File: config.mk
export PLATFORM = sky130hd
export DESIGN_NAME = dfm_monitor
export DESIGN_NICKNAME = d
export VERILOG_FILES = /design/src/rtl/dfm_pkg.sv /design/src/rtl/dfm_monitor.sv
export SDC_FILE = /design/constraint.sdc
export NUM_CORES = 1
export LEC_CHECK = 0
export BUFFER_PORTS_ARGS = -buffer_cell sky130_fd_sc_hd__buf_4
export CORE_AREA = 2 2 164 86
export CTS_BUF_LIST = sky130_fd_sc_hd__clkbuf_8
export DETAILED_ROUTE_END_ITERATION = 16
export DIE_AREA = 0 0 166 88
export HOLD_SLACK_MARGIN = 0.08
export PLACE_DENSITY = 0.7
export SLEW_MARGIN = 0
export SYNTH_ARGS = -nofsm -noshare
export SYNTH_HDL_FRONTEND = slang
export SYNTH_SLANG_ARGS = --single-unit
File: constraint.sdc
create_clock -name clk_sys -period 4.55 [get_ports clk_sys]
set_input_delay 0.2275 -clock clk_sys [delete_from_list [all_inputs] [get_ports clk_sys]]
set_output_delay 0.2275 -clock clk_sys [all_outputs]
set_load 0.01 [all_outputs]
File: src/rtl/dfm_pkg.sv
package dfm_pkg;

  // ---------------------------------------------------------------
  // Flag positions
  // ---------------------------------------------------------------
  localparam int DFM_NFLAG = 20;
  localparam int F_OVERV = 0;
  localparam int F_UNDERV = 1;
  localparam int F_ANA_UV = 2;
  localparam int F_DATA_ACC = 3;
  localparam int F_PROTO = 4;
  localparam int F_SHD_DED = 5;
  localparam int F_SHD_SED = 6;
  localparam int F_NVM_DED = 7;
  localparam int F_NVM_SED = 8;
  localparam int F_TXO_FREQ = 9;
  localparam int F_TXO_STOP = 10;
  localparam int F_INT_OSC = 11;
  localparam int F_BUS = 12;
  localparam int F_WDOG = 13;
  localparam int F_CRACK = 14;
  localparam int F_OBUF_TMP = 15;
  localparam int F_OBUF_STAT = 16;
  localparam int F_RSV0 = 17;
  localparam int F_RSV1 = 18;
  localparam int F_RSV2 = 19;

  // Static flags: held until reset (buffer static and watchdog also host clearable)
  localparam logic [DFM_NFLAG-1:0] DFM_STATIC_MASK = 20'h168a0;
  // Start-up only flags
  localparam logic [DFM_NFLAG-1:0] DFM_STARTUP_MASK = 20'h00180;
  localparam logic [DFM_NFLAG-1:0] DFM_FLAGS_RST = 20'h00000;

  // ---------------------------------------------------------------
  // Widths and counts
  // ---------------------------------------------------------------
  localparam int DFM_DW = 16;
  localparam int DFM_FW = 16;
  localparam int DFM_WDW = 16;
  localparam int DFM_OBUF_TRIES = 8;
  localparam int DFM_CHKW = 4;
  localparam logic [DFM_CHKW-1:0] DFM_CHK_RST = 4'h0;

  typedef enum logic [1:0] {
    DFM_OUT_NORMAL,
    DFM_OUT_DIAG,
    DFM_OUT_OFF
  } dfm_out_mode_t;

  // Fault inputs from analog/digital detectors
  typedef struct packed {
    logic ext_over;
    logic ext_under;
    logic ana_uv;
    logic data_acc;
    logic proto_err;
    logic shd_ded;
    logic shd_sed;
    logic int_osc_fail;
    logic bus_fail;
    logic crack;
    logic obuf_fault;
    logic obuf_check;
  } dfm_fault_t;

  // Nonvolatile memory word check during start-up
  typedef struct packed {
    logic valid;
    logic ded;
    logic sed;
    logic [DFM_DW-1:0] data;
    logic [DFM_DW-1:0] syndrome_fix;
  } dfm_nvm_t;

  typedef struct packed {
    logic [DFM_NFLAG-1:0] flags;
    logic [DFM_WDW-1:0] wd_cnt;
    logic [DFM_WDW-1:0] wd_reload;
    logic [DFM_CHKW-1:0] obuf_cnt;
    logic obuf_latched;
    logic [DFM_DW-1:0] nvm_data;
    logic [DFM_DW-1:0] shd_data;
    logic alarm_n;
    dfm_out_mode_t out_mode;
  } dfm_state_t;

endpackage : dfm_pkg

File: src/rtl/dfm_monitor.sv
`timescale 1ns/10ps

// Function
// - Any detected fault sets its flag
// - Per-flag enable gates interrupt output
// - Enabled fault can force outputs diagnostic
// - Static flags hold until reset; watchdog and buffer static flags also host clearable
// - Temporary flags follow their cause
// - Start-up flags checked only during start-up
// - Temporary supply over-voltage flag
// - Temporary supply under-voltage flag
// - Analog rail under-voltage temporary flag
// - I2C transfer error temporary flag
// - Shadow double-bit error static flag
// - Shadow single-bit error flagged and corrected
// - Start-up memory double-bit error static flag
// - Start-up memory single-bit error corrected, flagged
// - Oscillator frequency outside range flags
// - Stopped transmitter oscillator flags
// - Internal oscillator failure static flag
// - Watchdog expires, flags, restarts cyclically
// - Writing zero halts the watchdog
// - Silicon crack static flag
// - Output mean offset temporary flag
// - Offset error always switches outputs off
// - Eight consecutive failed checks latch outputs off
// - Static buffer failure cleared by host
module dfm_monitor
  import dfm_pkg::*;
#(
  parameter int FREQ_W = DFM_FW,
  parameter int WD_W = DFM_WDW
) (
  // Clock and reset
  input wire logic clk_sys,
  input wire logic rst,
  // Fault detectors
  input dfm_pkg::dfm_fault_t fault_in,
  input wire logic startup_active,
  input dfm_pkg::dfm_nvm_t nvm_in,
  input wire logic [dfm_pkg::DFM_DW-1:0] shd_raw,
  input wire logic [dfm_pkg::DFM_DW-1:0] shd_fix,
  // Transmitter oscillator measurement
  input wire logic [FREQ_W-1:0] txo_freq,
  input wire logic txo_running,
  input wire logic [FREQ_W-1:0] txo_freq_lo,
  input wire logic [FREQ_W-1:0] txo_freq_hi,
  // Host control
  input wire logic [dfm_pkg::DFM_NFLAG-1:0] irq_enable,
  input wire logic [dfm_pkg::DFM_NFLAG-1:0] diag_enable,
  input wire logic wd_load,
  input wire logic [dfm_pkg::DFM_WDW-1:0] wd_value,
  input wire logic obuf_static_clr,
  input wire logic wd_flag_clr,
  // Status and outputs
  output logic [dfm_pkg::DFM_NFLAG-1:0] flags,
  output logic alarm_request_n,
  output dfm_pkg::dfm_out_mode_t out_mode,
  output logic [dfm_pkg::DFM_DW-1:0] nvm_data_out,
  output logic [dfm_pkg::DFM_DW-1:0] shd_data_out
);
  import dfm_pkg::*;

  // Counter must reach the try count
  if (FREQ_W < 1 || WD_W != DFM_WDW || DFM_OBUF_TRIES > (1 << DFM_CHKW)) begin : g_bad_param
    $error("dfm_monitor: unsupported parameter");
  end

  dfm_state_t st_r;
  dfm_state_t st_nxt;
  logic [DFM_NFLAG-1:0] cause;
  logic wd_expire;

  // ---------------------------------------------------------------
  // Causes
  // ---------------------------------------------------------------
  always_comb begin
    cause = '0;
    cause[F_OVERV] = fault_in.ext_over;
    cause[F_UNDERV] = fault_in.ext_under;
    cause[F_ANA_UV] = fault_in.ana_uv;
    cause[F_DATA_ACC] = fault_in.data_acc;
    cause[F_PROTO] = fault_in.proto_err;
    cause[F_SHD_DED] = fault_in.shd_ded;
    cause[F_SHD_SED] = fault_in.shd_sed;
    cause[F_NVM_DED] = nvm_in.valid & nvm_in.ded;
    cause[F_NVM_SED] = nvm_in.valid & nvm_in.sed;
    cause[F_TXO_FREQ] = (txo_freq < txo_freq_lo) | (txo_freq > txo_freq_hi);
    cause[F_TXO_STOP] = ~txo_running;
    cause[F_INT_OSC] = fault_in.int_osc_fail;
    cause[F_BUS] = fault_in.bus_fail;
    cause[F_WDOG] = wd_expire;
    cause[F_CRACK] = fault_in.crack;
    cause[F_OBUF_TMP] = fault_in.obuf_fault;
  end

  assign wd_expire = (st_r.wd_cnt == DFM_WDW'(1));

  // ---------------------------------------------------------------
  // Next state
  // ---------------------------------------------------------------
  always_comb begin
    st_nxt = st_r;
    for (int i = 0; i < DFM_NFLAG; i++) begin
      if (DFM_STARTUP_MASK[i] && !startup_active) begin
        st_nxt.flags[i] = st_r.flags[i];
      end else if (DFM_STATIC_MASK[i]) begin
        st_nxt.flags[i] = st_r.flags[i] | cause[i];
      end else if (DFM_STARTUP_MASK[i]) begin
        // Start-up temporary flags track each checked word
        st_nxt.flags[i] = nvm_in.valid ? cause[i] : st_r.flags[i];
      end else begin
        st_nxt.flags[i] = cause[i];
      end
    end
    // Set wins over the host clear
    if (wd_flag_clr && !wd_expire) begin
      st_nxt.flags[F_WDOG] = 1'b0;
    end

    if (wd_load) begin
      st_nxt.wd_cnt = wd_value;
      st_nxt.wd_reload = wd_value;
    end else if (wd_expire) begin
      st_nxt.wd_cnt = st_r.wd_reload;
    end else if (st_r.wd_cnt != '0) begin
      st_nxt.wd_cnt = st_r.wd_cnt - DFM_WDW'(1);
    end

    if (fault_in.obuf_check && !st_r.obuf_latched) begin
      if (fault_in.obuf_fault) begin
        if (st_r.obuf_cnt == DFM_CHKW'(DFM_OBUF_TRIES - 1)) begin
          st_nxt.obuf_latched = 1'b1;
          st_nxt.obuf_cnt = DFM_CHK_RST;
        end else begin
          st_nxt.obuf_cnt = st_r.obuf_cnt + DFM_CHKW'(1);
        end
      end else begin
        st_nxt.obuf_cnt = DFM_CHK_RST;
      end
    end
    if (obuf_static_clr && !st_nxt.obuf_latched) begin
      st_nxt.flags[F_OBUF_STAT] = 1'b0;
    end else if (obuf_static_clr && st_r.obuf_latched) begin
      st_nxt.obuf_latched = 1'b0;
      st_nxt.flags[F_OBUF_STAT] = 1'b0;
      st_nxt.obuf_cnt = DFM_CHK_RST;
    end else begin
      st_nxt.flags[F_OBUF_STAT] = st_r.flags[F_OBUF_STAT] | st_nxt.obuf_latched;
    end

    if (nvm_in.valid && startup_active) begin
      st_nxt.nvm_data = nvm_in.sed ? (nvm_in.data ^ nvm_in.syndrome_fix) : nvm_in.data;
    end
    st_nxt.shd_data = fault_in.shd_sed ? (shd_raw ^ shd_fix) : shd_raw;

    st_nxt.alarm_n = ~|(st_nxt.flags & irq_enable);

    if (st_nxt.obuf_latched || st_nxt.flags[F_OBUF_TMP]) begin
      st_nxt.out_mode = DFM_OUT_OFF;
    end else if (|(st_nxt.flags & diag_enable)) begin
      st_nxt.out_mode = DFM_OUT_DIAG;
    end else begin
      st_nxt.out_mode = DFM_OUT_NORMAL;
    end
  end

  // ---------------------------------------------------------------
  // Registers
  // ---------------------------------------------------------------
  always_ff @(posedge clk_sys) begin
    if (rst) begin
      st_r <= '{flags: DFM_FLAGS_RST, wd_cnt: '0, wd_reload: '0, obuf_cnt: DFM_CHK_RST, obuf_latched: 1'b0,
                nvm_data: '0, shd_data: '0, alarm_n: 1'b1, out_mode: DFM_OUT_NORMAL};
    end else begin
      st_r <= st_nxt;
    end
  end

  assign flags = st_r.flags;
  assign alarm_request_n = st_r.alarm_n;
  assign out_mode = st_r.out_mode;
  assign nvm_data_out = st_r.nvm_data;
  assign shd_data_out = st_r.shd_data;

  // ---------------------------------------------------------------
  // Assertions
  // ---------------------------------------------------------------
  property p_temp_follow;
    @(posedge clk_sys) disable iff (rst) 1'b1 ##1 (flags[F_OVERV] == $past(fault_in.ext_over));
  endproperty
  a_temp_follow: assert property (p_temp_follow) else $error("over-voltage flag wrong");

  property p_under;
    @(posedge clk_sys) disable iff (rst) fault_in.ext_under |=> flags[F_UNDERV];
  endproperty
  a_under: assert property (p_under) else $error("under-voltage flag missing");

  property p_static_hold;
    @(posedge clk_sys) disable iff (rst) flags[F_CRACK] |=> flags[F_CRACK] [*8];
  endproperty
  a_static_hold: assert property (p_static_hold) else $error("static flag dropped");

  property p_alarm;
    @(posedge clk_sys) disable iff (rst) (|(flags & $past(irq_enable))) == !alarm_request_n;
  endproperty
  a_alarm: assert property (p_alarm) else $error("alarm level wrong");

  property p_mask;
    @(posedge clk_sys) disable iff (rst) (irq_enable == '0) |=> alarm_request_n;
  endproperty
  a_mask: assert property (p_mask) else $error("alarm without enable");

  property p_offset_off;
    @(posedge clk_sys) disable iff (rst) flags[F_OBUF_TMP] |-> out_mode == DFM_OUT_OFF;
  endproperty
  a_offset_off: assert property (p_offset_off) else $error("outputs not off");

  property p_shd_fix;
    @(posedge clk_sys) disable iff (rst) fault_in.shd_sed |=> shd_data_out == $past(shd_raw ^ shd_fix);
  endproperty
  a_shd_fix: assert property (p_shd_fix) else $error("shadow not corrected");

  property p_wd_stop;
    @(posedge clk_sys) disable iff (rst) (wd_load && wd_value == '0) ##1 !wd_load [*4] |-> !wd_expire;
  endproperty
  a_wd_stop: assert property (p_wd_stop) else $error("watchdog not halted");

  property p_wd_flag;
    @(posedge clk_sys) disable iff (rst) wd_expire |=> flags[F_WDOG];
  endproperty
  a_wd_flag: assert property (p_wd_flag) else $error("watchdog flag missing");

  property p_wd_clr;
    @(posedge clk_sys) disable iff (rst) (wd_flag_clr && !wd_expire) |=> !flags[F_WDOG];
  endproperty
  a_wd_clr: assert property (p_wd_clr) else $error("watchdog flag not cleared");

  property p_ana_uv;
    @(posedge clk_sys) disable iff (rst) fault_in.ana_uv |=> flags[F_ANA_UV];
  endproperty
  a_ana_uv: assert property (p_ana_uv) else $error("analog rail flag missing");

  property p_proto;
    @(posedge clk_sys) disable iff (rst) fault_in.proto_err |=> flags[F_PROTO];
  endproperty
  a_proto: assert property (p_proto) else $error("protocol flag missing");

  property p_shd_ded;
    @(posedge clk_sys) disable iff (rst) fault_in.shd_ded |=> flags[F_SHD_DED];
  endproperty
  a_shd_ded: assert property (p_shd_ded) else $error("shadow double error flag missing");

  property p_shd_sed;
    @(posedge clk_sys) disable iff (rst) fault_in.shd_sed |=> flags[F_SHD_SED];
  endproperty
  a_shd_sed: assert property (p_shd_sed) else $error("shadow single error flag missing");

  property p_nvm_frozen;
    @(posedge clk_sys) disable iff (rst) !startup_active |=> $stable(flags[F_NVM_SED:F_NVM_DED]);
  endproperty
  a_nvm_frozen: assert property (p_nvm_frozen) else $error("memory flags moved after start-up");

  property p_nvm_ded;
    @(posedge clk_sys) disable iff (rst) (startup_active && nvm_in.valid && nvm_in.ded) |=> flags[F_NVM_DED];
  endproperty
  a_nvm_ded: assert property (p_nvm_ded) else $error("memory double error flag missing");

  property p_nvm_fix;
    @(posedge clk_sys) disable iff (rst) (startup_active && nvm_in.valid && nvm_in.sed) |=>
      nvm_data_out == $past(nvm_in.data ^ nvm_in.syndrome_fix);
  endproperty
  a_nvm_fix: assert property (p_nvm_fix) else $error("memory word not corrected");

  property p_txo_freq;
    @(posedge clk_sys) disable iff (rst) (txo_freq < txo_freq_lo || txo_freq > txo_freq_hi) |=> flags[F_TXO_FREQ];
  endproperty
  a_txo_freq: assert property (p_txo_freq) else $error("frequency flag missing");

  property p_txo_stop;
    @(posedge clk_sys) disable iff (rst) !txo_running |=> flags[F_TXO_STOP];
  endproperty
  a_txo_stop: assert property (p_txo_stop) else $error("oscillator stop flag missing");

  property p_int_osc;
    @(posedge clk_sys) disable iff (rst) (fault_in.int_osc_fail || flags[F_INT_OSC]) |=> flags[F_INT_OSC];
  endproperty
  a_int_osc: assert property (p_int_osc) else $error("internal oscillator flag lost");

  property p_crack_set;
    @(posedge clk_sys) disable iff (rst) fault_in.crack |=> flags[F_CRACK];
  endproperty
  a_crack_set: assert property (p_crack_set) else $error("crack flag missing");

  property p_obuf_tmp;
    @(posedge clk_sys) disable iff (rst) fault_in.obuf_fault |=> flags[F_OBUF_TMP];
  endproperty
  a_obuf_tmp: assert property (p_obuf_tmp) else $error("offset flag missing");

  property p_obuf_fall;
    @(posedge clk_sys) disable iff (rst) !fault_in.obuf_fault |=> !flags[F_OBUF_TMP];
  endproperty
  a_obuf_fall: assert property (p_obuf_fall) else $error("offset flag stuck");

  property p_obuf_latch;
    @(posedge clk_sys) disable iff (rst) (flags[F_OBUF_STAT] && !obuf_static_clr) |=>
      (flags[F_OBUF_STAT] && out_mode == DFM_OUT_OFF);
  endproperty
  a_obuf_latch: assert property (p_obuf_latch) else $error("buffer latch released");

  property p_obuf_clr;
    @(posedge clk_sys) disable iff (rst) (obuf_static_clr && flags[F_OBUF_STAT]) |=> !flags[F_OBUF_STAT];
  endproperty
  a_obuf_clr: assert property (p_obuf_clr) else $error("buffer latch not cleared");

  property p_diag;
    @(posedge clk_sys) disable iff (rst) ((|(flags & $past(diag_enable))) && !flags[F_OBUF_TMP] &&
      !flags[F_OBUF_STAT]) |-> out_mode == DFM_OUT_DIAG;
  endproperty
  a_diag: assert property (p_diag) else $error("outputs not in diagnostic state");

  c_alarm: cover property (@(posedge clk_sys) disable iff (rst) $fell(alarm_request_n));
  c_diag: cover property (@(posedge clk_sys) disable iff (rst) out_mode == DFM_OUT_DIAG);
  c_latch: cover property (@(posedge clk_sys) disable iff (rst) $rose(st_r.obuf_latched));
  c_wd: cover property (@(posedge clk_sys) disable iff (rst) wd_expire ##[1:100] wd_expire);

endmodule : dfm_monitor

==> summary.txt <==
STA
  • Final Setup Violations: 0
  • RSZ-0062 raised after global routing: no
  • Setup TNS: 0 ns
  • Clock Skews: 0.01254 ns
  • Fmax: 384.7 MHz
  • Slew margin rel.: 48.03%
  • Slew Limit Fails: 0
  • Setup ws final: 1.951 ns
  • Fin crit period: 2.599 ns
  • Tcrit/Tclk final: 57.13%
  • Final hold viol count: 0
  • Worst slew pin tran: 0.7796 ns

Hold path
  • Worst hold path class: in2reg
  • Hold endpoint: flags[3]
  • HP Start: fault_in[8]
  • WHS Path Cells: 2

GRT
  • Grt ovf: 0
  • Initial antenna violation count: 0
  • Largest net degree at the start of global routing: 68
  • GRT met1 Usage: 27.39%
  • Met3 Usage GRT: 7.908%
  • GRT Total Usage: 19.87%
  • Vias in the first global route: 4504
  • GR Layer Usage met2: 29.54%
  • Busiest layer in global routing: met2
  • First-pass GRT wire length: 22850 um

Worst setup path
  • WP data required: 4.83 ns
  • R2R depth: 6
  • Critical path class: reg2reg
  • Maximum fanout along the worst path: 19
  • Worst r2r dst: st_r[68]
  • Kind of end point of the critical path: flop
  • Reg-to-reg setup timing slack: 1.95 ns
  • Worst Path Arrival: 2.88 ns
  • Startpoint Class: flop
  • Reg2Reg Launch Point: st_r[62]

Power and ir drop
  • Power density over the cells: 271.3 nW/um^2
  • Pleak: 3.313 nW
  • Max IR drop VDD: 150.7 uV

Floorplanning
  • Core footprint: 13180 um^2
  • FP Rows: 30
  • Die footprint: 14610 um^2
  • Starting Density: 39.16%
  • IO Count: 245
  • Die W: 166 um
  • Die boundary height: 88 um

Synth
  • Post-synthesis sequential area ratio: 34.53%
  • Top_reg_cell synth: dfxtp_1
  • Post-Syn Area: 5160 um^2
  • Mapped Avg Cell Area: 8.152 um^2
  • Top-count cell post-synth: dfxtp_1
  • Mapped Cells: 633
  • Async SR Flop Fraction: 0%
  • Synth area leader: dfxtp_1
  • Syn. warnings: 0
  • #FFs+latches synth: 89
  • Synth area leaders: dfxtp_1 35%, ha_1 8.2%, buf_4 8.0%, xor2_1 6.3%, nor2_1 5.7%
  • Post-synth top area share: 34.53%
  • EDFF count, synth: 0
  • Commonest cells in the synthesized netlist: 89 x dfxtp_1, 79 x nor2_1, 67 x nand2_1, 55 x buf_4
  • Yosys cell types: 53

Clock network
  • Post-CTS Setup Bufs: 0
  • Clock Sinks: 89
  • Post-cts sizing count: 0
  • Root buffer cell: clkbuf_8
  • CTS Hold Buffers Added: 2
  • CTS HTree Levels: 3
  • Worst-path clk slew: 0.10 ns
  • Clk buf depth: 2
  • Later-pin clock latency in the skew report: 0.35 ns
  • TritonCTS clock tree: yes
  • Inserted Clock Buffers: 9

Layout
  • Area growth, synth to finish: 32.18%
  • Layout cell share with drive strength beyond 1: 32.18%
  • Final nets: 1030
  • Fill cells: 1267
  • FF/Latch Area: 1782 um^2
  • Area occupied by multi-input gates: 2681 um^2
  • Number of diodes: 0

Detailed routing
  • Final WL: 14560 um
  • DRC errors left: 0
  • Antenna-violating nets left: 0
  • Initial drt markers: 355
  • First drt pass iteration count: 5
  • Via-to-Cell Ratio: 4.765
  • Drt wl/cell: 14.75 um
  • Via count: 4703

Placed design
  • Post-placement setup slack: 1.997 ns
  • HPWL Detailed: 11750 um
  • Buffers on Ports: 235
  • Placer Congestion: 0.8482

Status
  • Status: finished, final reports clean

Job
  • Max Cap Viol: 0
## metal layers
metal,part of all wire [%],vias up
li1,-,2455
met3,9.1,5
met5,0,-
met4,0.39,0
met2,41,145
met1,49,2098
## through the flow
stage	hold slack, ns	area (um^2)	utilization, %	instances	power [mW]
6_report	0.1084	6820	51.77	987	1.850
3_3_place_gp	0.4347	6624	50.28	969	1.358
2_1_floorplan	0.2999	5167	-	635	1.168
3_5_place_dp	0.4356	6624	50.28	969	1.364
4_1_cts	0.08428	6820	51.77	987	1.878
5_1_grt	0.08619	6820	51.77	987	1.972
## logic make-up (layout without fill, tap and decap cells)
kind of cell             Yosys count  after routing  share of synthesized area [%]
XOR/XNOR                          40             40                          6.790
AO/OA/AOI/OAI                    124            124                          15.81
AND/OR/NAND/NOR                  216            216                          19.54
other                              1              3                        0.07268
flip-flops                        89             89                          34.53
buffers and inverters            122            298                          13.65
adder cells (fa/ha/maj)           34             34                          8.244
multiplexers                       7              7                          1.358
## layout by cell type, fill, tap and decap left out, types with 5 or more instances in the layout
cell	n
a211oi_1	22
a21o_1	5
a21oi_1	43
a221oi_1	7
a22oi_1	6
buf_4	237
clkbuf_8	9
dfxtp_1	89
ha_1	34
inv_1	43
mux2i_1	7
nand2_1	67
nand2b_1	5
nand3_1	7
nand4_1	14
nor2_1	79
nor2b_1	12
nor3_1	6
o21ai_0	16
or4_1	5
xor2_1	37
## cell type report
| cell class | instances | area share [%] |
|---|---|---|
| Clock buffer | 9 | 1.816 |
| Timing Repair Buffer | 239 | 26.38 |
| Inverter | 43 | 2.367 |
| Tap cell | 176 | 3.229 |
| Clock inverter | 7 | 0.7705 |
| Sequential cell | 89 | 26.12 |
| Multi-Input combinational cell | 424 | 39.31 |
## flip-flops by register name (all words and copies together) (netlist names)
signal and flops:
alarm_request_n 1, flags 17, nvm_data_out 16, out_mode 2
shd_data_out 16, st_r 37
## worst max-delay path by stage
stage                     cells past startpoint         endpoint            from
final                                         6         st_r[68]        st_r[62]
after global routing                          6         st_r[68]        st_r[62]
after CTS                                     6         st_r[68]        st_r[62]
after detailed placement                      6         st_r[68]        st_r[62]
after global placement                        6         st_r[68]        st_r[62]
after floorplan                               8  alarm_request_n  txo_freq_hi[1]
## power breakdown
part           switching [mW]  internal (mW)
Sequential             0.0347          0.833
Combinational           0.223          0.257
Clock                   0.299          0.204
## critical path: stages (launching register included)
cell	delay, ns
dfxtp_1	0.36
nor4_2	0.47
nand4_1	0.61
buf_4	0.43
and3_1	0.17
or3_1	0.33
a21oi_1	0.14
Note: power is estimated with default switching activity, not from simulation.
